--- src/adcrt_defs.vh ---
`ifndef ADCRT_DEFS_VH
`define ADCRT_DEFS_VH
// register offsets (printed indices; byte address is four times the index)
`define ADCRT_IDX_INPUT_BUFFER_DISABLE 4'h1
`define ADCRT_IDX_CONV_CONTROL_B       4'h3
`define ADCRT_IDX_RESULT_LOW_BYTE      4'h4
`define ADCRT_IDX_RESULT_HIGH_BYTE     4'h5
`define ADCRT_IDX_CONV_CONTROL_A       4'h6
`define ADCRT_IDX_STATUS               4'h7
// conv_control_b fields
`define ADCRT_CB_BIPOLAR   7
`define ADCRT_CB_LEFT_ADJ  4
`define ADCRT_CB_TRIG_LO   0
// own control and status register fields
`define ADCRT_CA_ENABLE    0
`define ADCRT_CA_AUTO_TRIG 1
`define ADCRT_CA_START     2
`define ADCRT_ST_DONE      0
`define ADCRT_ST_LOCK      1
`define ADCRT_ST_BUSY      2
// reset values
`define ADCRT_RST_BYTE     8'h00
`define ADCRT_RST_RESULT   10'h000
// trigger source code and full-scale result
`define ADCRT_TRIG_FREE    3'h0
`define ADCRT_FULL_SCALE   10'h3ff
`endif

--- src/adcrt_present.v ---
`timescale 1ns/100ps
`include "adcrt_defs.vh"
module adcrt_present (
   // stored result and format
   input  wire [9:0] conversion_result,
   input  wire       left_adjust,
   // presented bytes
   output wire [7:0] low_view,
   output wire [7:0] high_view
);
   // purely combinational so a format change shows at once
   assign high_view = left_adjust ? conversion_result[9:2]
                                  : {6'h00, conversion_result[9:8]};
   assign low_view  = left_adjust ? {conversion_result[1:0], 6'h00}
                                  : conversion_result[7:0];
endmodule

--- src/adcrt_regs.v ---
`timescale 1ns/100ps
`include "adcrt_defs.vh"
module adcrt_regs (
   // clock and reset
   input  wire        ref_clk,
   input  wire        rst_n,
   // avalon-mm slave
   input  wire [5:0]  avs_address,
   input  wire        avs_read,
   input  wire        avs_write,
   input  wire [31:0] avs_writedata,
   input  wire [3:0]  avs_byteenable,
   output reg  [31:0] avs_readdata,
   output reg         avs_waitrequest,
   output reg  [1:0]  avs_response,
   // conversion core
   input  wire        core_done,
   input  wire [9:0]  core_raw,
   input  wire        core_negative,
   output reg         core_start,
   output reg         core_bipolar,
   output reg         core_enable,
   // peripheral interrupt flags, codes 1 to 7
   input  wire [6:0]  periph_flags,
   // port pins
   input  wire [7:0]  pin_raw,
   output reg  [7:0]  pin_input,
   output reg  [7:0]  pin_input_disable_bits
);
   reg  [7:0] conv_control_b;
   reg  [2:0] control_a;
   reg  [9:0] conversion_result;
   reg        conversion_done_flag;
   reg        read_lock;
   reg        busy;
   reg        acked;
   wire [3:0] reg_index;
   wire       access;
   wire       wr_go;
   wire       rd_go;
   wire       left_adjust;
   wire       bipolar_select;
   wire [2:0] trigger_source_sel;
   wire       auto_trigger_en;
   wire       converter_enable;
   wire       trigger_pulse;
   wire [7:0] low_view;
   wire [7:0] high_view;
   wire       mapped;
   wire       done_clear;
   reg  [9:0] next_result;
   reg  [7:0] rd_byte;

   assign reg_index          = avs_address[5:2];
   assign access             = (avs_read | avs_write) & ~acked;
   assign wr_go              = avs_write & ~acked & avs_byteenable[0];
   assign rd_go              = avs_read & ~acked;
   assign left_adjust        = conv_control_b[`ADCRT_CB_LEFT_ADJ];
   assign bipolar_select     = conv_control_b[`ADCRT_CB_BIPOLAR];
   assign trigger_source_sel = conv_control_b[`ADCRT_CB_TRIG_LO +: 3];
   assign auto_trigger_en    = control_a[`ADCRT_CA_AUTO_TRIG];
   assign converter_enable   = control_a[`ADCRT_CA_ENABLE];
   assign mapped = (reg_index == `ADCRT_IDX_INPUT_BUFFER_DISABLE) |
                   (reg_index == `ADCRT_IDX_CONV_CONTROL_B) |
                   (reg_index == `ADCRT_IDX_RESULT_LOW_BYTE) |
                   (reg_index == `ADCRT_IDX_RESULT_HIGH_BYTE) |
                   (reg_index == `ADCRT_IDX_CONV_CONTROL_A) |
                   (reg_index == `ADCRT_IDX_STATUS);
   // status bit 0 is write-one-to-clear
   assign done_clear = wr_go & (reg_index == `ADCRT_IDX_STATUS) &
                       avs_writedata[`ADCRT_ST_DONE];

   adcrt_trigger u_trigger (
      .ref_clk              (ref_clk),
      .rst_n                (rst_n),
      .auto_trigger_en      (auto_trigger_en & converter_enable),
      .trigger_source_sel   (trigger_source_sel),
      .conversion_done_flag (conversion_done_flag),
      .periph_flags         (periph_flags),
      .trigger_pulse        (trigger_pulse)
   );

   adcrt_present u_present (
      .conversion_result (conversion_result),
      .left_adjust       (left_adjust),
      .low_view          (low_view),
      .high_view         (high_view)
   );

   // result formatting from the core's raw code
   always @* begin
      if (bipolar_select) begin
         next_result = core_raw;
      end else if (core_negative) begin
         next_result = `ADCRT_FULL_SCALE;
      end else begin
         next_result = core_raw;
      end
   end

   always @* begin
      case (reg_index)
         `ADCRT_IDX_INPUT_BUFFER_DISABLE: rd_byte = pin_input_disable_bits;
         `ADCRT_IDX_CONV_CONTROL_B:       rd_byte = conv_control_b;
         `ADCRT_IDX_RESULT_LOW_BYTE:      rd_byte = low_view;
         `ADCRT_IDX_RESULT_HIGH_BYTE:     rd_byte = high_view;
         `ADCRT_IDX_CONV_CONTROL_A:       rd_byte = {5'h00, control_a};
         `ADCRT_IDX_STATUS:               rd_byte = {5'h00, busy, read_lock,
                                                     conversion_done_flag};
         default:                         rd_byte = 8'h00;
      endcase
   end

   // bus handshake: one wait cycle, answer on the second edge
   always @(posedge ref_clk or negedge rst_n) begin
      if (!rst_n) begin
         acked           <= 1'b0;
         avs_waitrequest <= 1'b1;
         avs_readdata    <= 32'h0000_0000;
         avs_response    <= 2'b00;
      end else begin
         acked           <= access;
         avs_waitrequest <= ~access;
         if (access) begin
            avs_response <= mapped ? 2'b00 : 2'b10;
            avs_readdata <= avs_read ? {24'h00_0000, rd_byte} : 32'h0000_0000;
         end
      end
   end

   // register writes
   always @(posedge ref_clk or negedge rst_n) begin
      if (!rst_n) begin
         conv_control_b         <= `ADCRT_RST_BYTE;
         control_a              <= 3'h0;
         pin_input_disable_bits <= `ADCRT_RST_BYTE;
      end else begin
         control_a[`ADCRT_CA_START] <= 1'b0;
         if (wr_go) begin
            case (reg_index)
               `ADCRT_IDX_INPUT_BUFFER_DISABLE: pin_input_disable_bits <= avs_writedata[7:0];
               `ADCRT_IDX_CONV_CONTROL_B:       conv_control_b <= avs_writedata[7:0];
               `ADCRT_IDX_CONV_CONTROL_A:       control_a <= avs_writedata[2:0];
               default:                         control_a <= control_a;
            endcase
         end
      end
   end

   // conversion launch and result capture
   always @(posedge ref_clk or negedge rst_n) begin
      if (!rst_n) begin
         core_start           <= 1'b0;
         core_enable          <= 1'b0;
         core_bipolar         <= 1'b0;
         busy                 <= 1'b0;
         conversion_result    <= `ADCRT_RST_RESULT;
         conversion_done_flag <= 1'b0;
         read_lock            <= 1'b0;
      end else begin
         core_enable  <= converter_enable;
         core_bipolar <= bipolar_select;
         // start and trigger in adjacent cycles must still give a single pulse
         core_start   <= converter_enable & ~busy & ~core_start &
                         (control_a[`ADCRT_CA_START] | trigger_pulse);
         if (!converter_enable) begin
            busy <= 1'b0;
         end else if (core_start) begin
            busy <= 1'b1;
         end else if (core_done) begin
            busy <= 1'b0;
         end
         // lock set by low read, released by high read
         if (rd_go && reg_index == `ADCRT_IDX_RESULT_HIGH_BYTE) begin
            read_lock <= 1'b0;
         end else if (rd_go && reg_index == `ADCRT_IDX_RESULT_LOW_BYTE) begin
            read_lock <= 1'b1;
         end
         if (core_done && !read_lock) begin
            conversion_result <= next_result;
         end
         // set wins over a simultaneous clear
         if (core_done && !read_lock) begin
            conversion_done_flag <= 1'b1;
         end else if (done_clear) begin
            conversion_done_flag <= 1'b0;
         end
      end
   end

   // disabled pins read zero on the port
   always @(posedge ref_clk or negedge rst_n) begin
      if (!rst_n) begin
         pin_input <= 8'h00;
      end else begin
         pin_input <= pin_raw & ~pin_input_disable_bits;
      end
   end
endmodule

--- src/adcrt_trigger.v ---
`timescale 1ns/100ps
`include "adcrt_defs.vh"
module adcrt_trigger (
   // clock and reset
   input  wire       ref_clk,
   input  wire       rst_n,
   // control
   input  wire       auto_trigger_en,
   input  wire [2:0] trigger_source_sel,
   input  wire       conversion_done_flag,
   input  wire [6:0] periph_flags,
   // event
   output reg        trigger_pulse
);
   wire [7:0] flag_vec;
   reg        sel_level;
   reg        prev_level;
   reg        done_prev;
   wire       conversion_done_flag_rise;
   assign flag_vec = {periph_flags, conversion_done_flag};
   always @* begin
      sel_level = flag_vec[trigger_source_sel];
   end
   always @(posedge ref_clk or negedge rst_n) begin
      if (!rst_n) begin
         prev_level    <= 1'b0;
         trigger_pulse <= 1'b0;
      end else begin
         prev_level <= sel_level;
         // a source switch onto a set flag is seen as a rising edge
         // free running is restarted by the done flag edge, not by selection
         trigger_pulse <= auto_trigger_en & sel_level & ~prev_level &
                          ~(trigger_source_sel == `ADCRT_TRIG_FREE &
                            ~conversion_done_flag_rise);
      end
   end
   assign conversion_done_flag_rise = conversion_done_flag & ~done_prev;
   always @(posedge ref_clk or negedge rst_n) begin
      if (!rst_n) begin
         done_prev <= 1'b0;
      end else begin
         done_prev <= conversion_done_flag;
      end
   end
endmodule

--- config.mk ---
export PLATFORM = sky130hd
export DESIGN_NAME = adcrt_regs
export DESIGN_NICKNAME = d
export VERILOG_FILES = /design/src/adcrt_present.v /design/src/adcrt_regs.v /design/src/adcrt_trigger.v
export VERILOG_INCLUDE_DIRS = /design/src
export SDC_FILE = /design/constraint.sdc
export NUM_CORES = 1
export LEC_CHECK = 0
export ABC_AREA = 1
export BUFFER_PORTS_ARGS = -buffer_cell sky130_fd_sc_hd__buf_2
export CAP_MARGIN = 10
export CELL_PAD_IN_SITES_DETAIL_PLACEMENT = 1
export CELL_PAD_IN_SITES_GLOBAL_PLACEMENT = 2
export CORE_MARGIN = 3
export CORE_UTILIZATION = 25
export DETAILED_ROUTE_END_ITERATION = 12
export GPL_ROUTABILITY_DRIVEN = 0
export PLACE_DENSITY = 0.79
export SETUP_SLACK_MARGIN = 0.15
export SLEW_MARGIN = 20
export SYNTH_ARGS = -nofsm -noshare
export SYNTH_HDL_FRONTEND = slang
export SYNTH_SLANG_ARGS = --single-unit
--- constraint.sdc ---
create_clock -name ref_clk -period 3.8 [get_ports ref_clk]
set_clock_uncertainty 0.05 [all_clocks]
set_input_delay 0.38 -clock ref_clk [delete_from_list [all_inputs] [get_ports ref_clk]]
set_output_delay 0.38 -clock ref_clk [all_outputs]
set_load 0.01 [all_outputs]
Word-level counts from Yosys, hierarchy flattened
Cells that the tools add are included.
{ "word_totals": {"regBits": 82, "input_bits": 73, "out_inout_bits": 54, "wordCells": 90} }
{ "classes": {"magnitude_cmp": 1, "eq_ne": 8, "mux": 18, "n_bitwise": 33, "n_reduce_logical": 11} }
{ "ops": {"columns": ["cell", "n"], "rows": [
  ["one-hot mux 8 bit (6 select lines)", 1],
  ["2-to-1 mux 8 bit", 3],
  ["2-to-1 mux 10 bit", 2],
  ["== test 4 x 3 -> 1 bit (second input constant)", 4],
  ["bitwise AND 1 bit", 15],
  ["NOT 1 bit", 9],
  ["bitwise AND 8 bit", 1],
  ["2-to-1 mux 1 bit", 8],
  ["NOT 8 bit", 1],
  ["bitwise OR 1 bit", 7],
  ["one-hot mux 3 bit (2 select lines)", 1],
  ["== test 4 x 1 -> 1 bit (second input constant)", 1],
  ["== test 4 x 2 -> 1 bit (second input constant)", 1],
  ["less-than comparator 3 x 4 -> 1 bit (second input constant)", 1],
  ["AND reduction 2 bit", 2],
  ["nonzero test 2 bit", 2],
  ["binary-select mux 1 bit (select 3 bit)", 1],
  ["logical AND 1 bit", 3],
  ["zero test 3 bit", 1],
  ["2-to-1 mux 3 bit", 1],
  ["!= test 3 x 2 -> 1 bit (second input constant)", 1],
  ["!= test 3 bit (second input constant)", 1],
  ["AND reduction 3 bit", 1],
  ["2-to-1 mux 2 bit", 1],
  ["other kinds (2)", 2]
]} }

Logic depth before layout (Yosys ltp)
Gate-level depths: netlist of run 1.
{ "depth": {"word_depth": 7, "mapped_depth": 9, "depth_no_buf": 8} }

By module
From an unflattened synthesis of run 1, not the netlist that was laid out.
{ "unflattened": {"hier_cells": 389, "hier_area_um2": 3015.4} }
{ "modules_own_cells": {"columns": ["module", "instances", "cells_per_inst", "area_per_inst_um2", "seq_area_each_um2"], "rows": [
  ["adcrt_regs", 1, 315, 2640.0, 1352.5],
  ["adcrt_trigger", 1, 35, 210.2, 75.1],
  ["adcrt_present", 1, 39, 165.2, 0.0]
]} }

Worst setup path before layout of run 1
Ideal clock, no wire load.
{ "synth_timing": {"kind": "register to register", "start": "register acked", "end": "register conv_control_b[7]", "setup_time_ps": 126, "arrival_ps": 1071, "required_ps": 3624, "setup_slack_ps": 2552, "path_stages_with_launch": 8, "n_path_buf": 1, "synth_period_minus_slack_ps": 1248, "cell_sequence": "dfrtp_1 -> inv_1 -> nand3_1 -> inv_1 -> nand3_2 -> buf_2 -> nand2_1 -> o21ai_0"} }
{ "synth_between": {"elab_chain_cells": 4} }
{ "synth_rtl": {"columns": ["item", "line", "text"], "rows": [
  ["start, declared", "adcrt_regs.v:36", "reg acked;"],
  ["start signal, assigned", "adcrt_regs.v:122", "acked <= access;"],
  ["NOT 1 bit", "adcrt_regs.v:56", "assign wr_go = avs_write & ~acked & avs_byteenable[0];"],
  ["bitwise AND 1 bit (2 in a row)", "adcrt_regs.v:56", null],
  ["AND reduction 2 bit (no line)", null, null],
  ["end signal, assigned", "adcrt_regs.v:134", "conv_control_b <= `ADCRT_RST_BYTE;"],
  ["end signal, assigned", "adcrt_regs.v:142", "`ADCRT_IDX_CONV_CONTROL_B: conv_control_b <= avs_writedata[7:0];"],
  ["end, declared", "adcrt_regs.v:30", "reg [7:0] conv_control_b;"]
]} }
Every way passes these cells.
A chain may end at the register's enable or synchronous reset.

Worst setup path after layout of run 1
{ "layout_timing": {"start": "register conv_control_b[4]", "end": "register avs_readdata[0]"} }
{ "layout_between": {"elab_chain_cells": 3, "word_cells_on_any_way": 4, "classes_between": "mux: 4"} }
{ "layout_rtl": {"columns": ["item", "line", "text"], "rows": [
  ["2-to-1 mux 8 bit, on equally long branches", "adcrt_present.v:12, adcrt_present.v:14", null],
  ["one-hot mux 8 bit (6 select lines) (*)", "adcrt_regs.v:102", "case (reg_index)"],
  ["2-to-1 mux 8 bit (*)", "adcrt_regs.v:126", "avs_readdata <= avs_read ? {24'h00_0000, rd_byte} : 32'h0000_0000;"],
  ["end signal, assigned", "adcrt_regs.v:126", null],
  ["end, declared", "adcrt_regs.v:13", "output reg [31:0] avs_readdata,"]
]} }
Mark *: on every way between the ends. The rest lies on a longest branch, timed or not.

==> impl_metrics.ini, run 1 <==
[logic_synthesis]
synthCells = 359
yosysMostFrequentCell = nand2_1
synth_top_area_frac = 0.493
synthTopCellsByCount = nand2_1, dfrtp_1, inv_1, nor2_1, o21ai_0
synth-seq-cells = 57
synth_area_um2 = 2850
yosys.area.top_type = dfrtp_1
synth_cell_types = 26
ys_top_cells_by_area = dfrtp_1, nand2_1, o21ai_0
synth.avg_cell_area_um2 = 7.93
synth_warnings = 0
synth_edf_count = 0
ys_seq_area_frac = 0.502
synthArstFlopShare = 1.00
ys.flop_type = dfrtp_1

[routing]
drt-initial-drc-count = 95
ant_nets = 0
wl_per_cell_um = 13.7
wirelength_um = 7880
drc = 0
firstDrtPassIters = 4
via_count = 2506
vias_per_cell = 4.34

[timing]
relSlewSlack = 0.533
slew_viol_final = 0
hold_viol_final = 0
worst_pin_slew_ns = 0.700
fin_crit_ns = 1.60
fmax_mhz = 624
tns_ns = 0
setup_violations = 0
min_period_over_period = 0.422
rsz0062_at_grt = no

[pwr]
powerDensity_nw_per_um2 = 584
peakVddDrop_uv = 192
cellLeakagePower_uw = 0.00192

[setup_path]
crit_chain = o21ai_0 -> nand2_1 -> nand3_1 -> o21ai_0 -> nand2_1
cpPeakStageDelay_ns = 0.70
critPathTopFamily = flip-flops
crit_end = avs_readdata[0]
arrival_ns = 1.76
slowest_stage = dfrtp_1
path_buf_inv = 0
crit_start = conv_control_b[4]
path_max_fanout = 20
required_ns = 3.95
reg2reg_depth = 5
startpoint_type = flip-flop
r2r_slack_ns = 2.20
critPathKind = reg2reg
r2r_end = avs_readdata[0]
timing.rr.start = conv_control_b[4]
cp.depth = 5
critPathCaptureType = flip-flop

[clock_network]
htreeDepth = 3
root_buffer = clkbuf_16
ctsResizeCount = 0
post-cts-setup-buffers = 0
cts_tree = done
clockBufferDepth = 2
cts_buffers = 9
clk_pin_slew_worst_paths_ns = 0.05
clock_sinks = 57
clk_latency_ns = 0.33
hold_buffers = 0

[floorplanning]
die_x_um = 113
dieArea_um2 = 12700
coreArea_um2 = 11000
start_util = 0.259
io_pins = 127
rows = 38
die_y_um = 113

[global_routing]
grt_antenna_before_repair = 0
grt_use_total = 0.131
grt_max_degree = 32
grt_overflow_total = 0
grt_pass1_vias = 2624
grt_pass1_wl_um = 13000

[job]
max_cap_viol_count = 0

[place]
port_buffers = 72
dpl_cell_area_um2 = 3240
dp_hpwl_um = 6080

[status]
status = completed

[final_layout]
drive_above_1_share = 0.224
fin_nets = 505
syn_to_final_growth_pct = 26.0
insertedDiodeCount = 0
postLayoutCellArea_um2 = 3580

[min_path]
hp-class = in2async
[state kept, by name, indices dropped and copies added (netlist names), 3 cells and up]
signal and flops:
avs_readdata 8, control_a 3, conv_control_b 8, conversion_result 10, pin_input 8, pin_input_disable_bits 8
[cell usage in the layout (no fill, tap or decap), drive strengths merged]
cell type  count
nor3           6
clkinvlp       1
o22ai          1
o21ai         45
bufinv         3
nand4          2
nand2         66
inv           46
clkbuf        11
nand3         37
nand3b         1
clkinv         2
o2111ai        1
a22oi          1
dfstp          1
dfrtp         56
conb          25
a21oi         11
buf           73
nor2          48
[layout make-up]
type / instances / area [µm²]
fillers: 1374 / 7400
flip-flops and latches: 57 / 1430
repair buffers: 73 / 368
clock buffers: 11 / 243
well taps: 140 / 175
inverters: 47 / 176
clock inverters: 5 / 103
multi-input cells: 244 / 1090
[cell families (layout without fill, tap and decap cells)]
family,after synthesis,after routing,synth area share
compound gates,59,59,0.108
buf+inv,82,136,0.147
flops,57,57,0.502
other cells,1,25,0.00132
simple gates,160,160,0.242
[worst register-to-register path: stages, from the launching register on]
cell,delay (ns)
dfrtp_1,0.70
o21ai_0,0.25
nand2_1,0.11
nand3_1,0.07
o21ai_0,0.22
nand2_1,0.08
[metrics by stage]
step,setup WS [ns],total power [µW],hold slack [ns],utilization,std cells
floorplan,2.55,1030,0.0344,-,383
global placement,1.88,1160,0.348,0.295,561
detailed placement,1.88,1180,0.354,0.295,561
CTS,1.94,2120,0.0362,0.326,577
global route,1.97,2220,0.0777,0.326,577
finish,2.20,2090,0.0251,0.326,577
[metal layers]
| layer | wire length (µm) | GRT usage | share of wire |
|---|---|---|---|
| met1 | 3580 | 0.161 | 0.45 |
| met2 | 3740 | 0.216 | 0.47 |
| met3 | 447 | 0.0442 | 0.057 |
| met4 | 112 | 0.0409 | 0.014 |
| met5 | 0 | 0 | 0 |
[how the worst min path moves through the flow]
stage | start | to | cells after the start
final | rst_n | pin_input[1] | 1
after global routing | rst_n | pin_input[0] | 1
after CTS | rst_n | pin_input[1] | 1
after global placement | conversion_done_flag | u_trigger.done_prev | 0
after detailed placement | conversion_done_flag | u_trigger.done_prev | 0
after floorplan | rst_n | acked | 0
[power by group]
| group | internal (µW) | leakage, µW | switching [µW] |
|---|---|---|---|
| Sequential | 724 | 0.000714 | 95.1 |
| Clock | 656 | 0.000166 | 277 |
| Combinational | 124 | 0.00104 | 216 |
Note: power is estimated with default switching activity, not from simulation.
==> run 2, diff against run 1 <==
==> constraint.sdc (replaced) <==
create_clock -name ref_clk -period 1.65 [get_ports ref_clk]
set_clock_uncertainty 0.05 [all_clocks]
set_input_delay 0.165 -clock ref_clk [delete_from_list [all_inputs] [get_ports ref_clk]]
set_output_delay 0.165 -clock ref_clk [all_outputs]
set_load 0.01 [all_outputs]
==> run 2 against run 1 <==
Sequential power up 130%. Routed wire length up 0.13%. Total power up 140%. Critical path type unchanged. Cell count is 2.3% higher.
==> impl_metrics.ini, run 2 (synthesis results as in run 1) <==
[global_routing]
grt_overflow_total = 0
grt_pass1_vias = 2690
grt_antenna_before_repair = 0
grt_use_total = 0.131
grt_max_degree = 58
grt_pass1_wl_um = 13200

[routing]
drc = 0
firstDrtPassIters = 4
ant_nets = 0
vias_per_cell = 4.30
wl_per_cell_um = 13.4
drt-initial-drc-count = 85
wirelength_um = 7890
via_count = 2536

[pwr]
powerDensity_nw_per_um2 = 1340
peakVddDrop_uv = 470
cellLeakagePower_uw = 0.00199

[timing]
relSlewSlack = 0.667
slew_viol_final = 0
rsz0062_at_grt = yes
fin_crit_ns = 1.36
setup_violations = 0
hold_viol_final = 0
fmax_mhz = 736
worst_pin_slew_ns = 0.497
timing.final.ws_setup_ns = 0.292
min_period_over_period = 0.823
tns_ns = 0

[job]
max_cap_viol_count = 0

[floorplanning]
coreArea_um2 = 11000
rows = 38
die_y_um = 113
die_x_um = 113
start_util = 0.259
dieArea_um2 = 12700
io_pins = 127

[place]
dpl_cell_area_um2 = 3270
dp_slack_ns = 0.114
dp_hpwl_um = 6040
port_buffers = 72

[final_layout]
top_register = conversion_result
largest_reg_flops = 10
insertedDiodeCount = 0
layout_common_cells = buf_2, nand2_1, dfrtp_1, inv_1
fin_nets = 518
drive_above_1_share = 0.236
syn_to_final_growth_pct = 32.3
final_common_cell = buf_2
postLayoutCellArea_um2 = 3760

[min_path]
hp-class = in2reg

[clock_network]
cts_buffers = 9
clk_pin_slew_worst_paths_ns = 0.05
htreeDepth = 3
clockBufferDepth = 2
cts_tree = done
root_buffer = clkbuf_16
clk_latency_ns = 0.32
clock_sinks = 57

[setup_path]
required_ns = 1.80
startpoint_type = flip-flop
arrival_ns = 1.51
critPathKind = reg2reg
path_max_fanout = 16
critPathCaptureType = flip-flop

[status]
status = completed
[run 2: worst paths after layout]
| path | endpoint | depth (start not counted) | startpoint | slack [ns] |
|---|---|---|---|---|
| max | conv_control_b[5] | 6 | acked | 0.29 |
| min | pin_input_disable_bits[0] | 3 | avs_writedata[0] | 0.04 |
| max reg2reg | conv_control_b[5] | 6 | acked | 0.29 |
| min reg2reg | u_trigger.done_prev | 0 | conversion_done_flag | 0.36 |
| max in group asynchronous | avs_waitrequest | 3 | rst_n | 0.91 |
| min in group asynchronous | pin_input[1] | 3 | rst_n | 0.32 |
[run 2: metrics by stage]
step                instances  power (µW)  utilization  hold slack [ns]
global route              590        5340        0.343           0.0460
finish                    590        5040        0.343           0.0382
floorplan                 383        2380            -           -0.181
detailed placement        564        2720        0.298            0.143
CTS                       589        5100        0.342           0.0307
global placement          564        2680        0.298            0.140
[run 2: timing repair]
action	4_1_cts	5_1_grt
buffers inserted	0	0
resized for setup	3	4
hold buffers	9	0
gates cloned	0	1
endpoints found under the hold margin	64	0
setup endpoints to repair	8	11
[run 2: area by class of cell]
class | instances | area (µm²)
clock inverters | 5 | 125
repair inverters | 1 | 7.51
flip-flops and latches | 57 | 1430
repair buffers | 85 | 493
clock buffers | 11 | 253
fillers | 1347 | 7220
well taps | 140 | 175
multi-input cells | 244 | 1100
inverters | 47 | 180
[run 2: layer usage]
metal  GRT usage  vias to the layer above  part of all wire
met1       0.161                     1199              0.45
met2       0.217                       59              0.48
li1            -                     1269                 -
met3      0.0453                        9             0.052
met5           0                        -                 0
met4      0.0369                        0             0.013
[run 2: worst max-delay path: stages (launching register included)]
cell	delay [ns]
dfrtp_1	0.37
inv_1	0.07
nand3_1	0.18
inv_1	0.20
nand3_4	0.19
nand2_1	0.11
o21ai_0	0.08
[run 2: where the power goes]
part	switching (µW)	internal, µW	leakage (µW)	total, µW
combinational	513	313	0.00109	826
sequential	220	1670	0.000712	1890
clock	620	1700	0.000186	2330
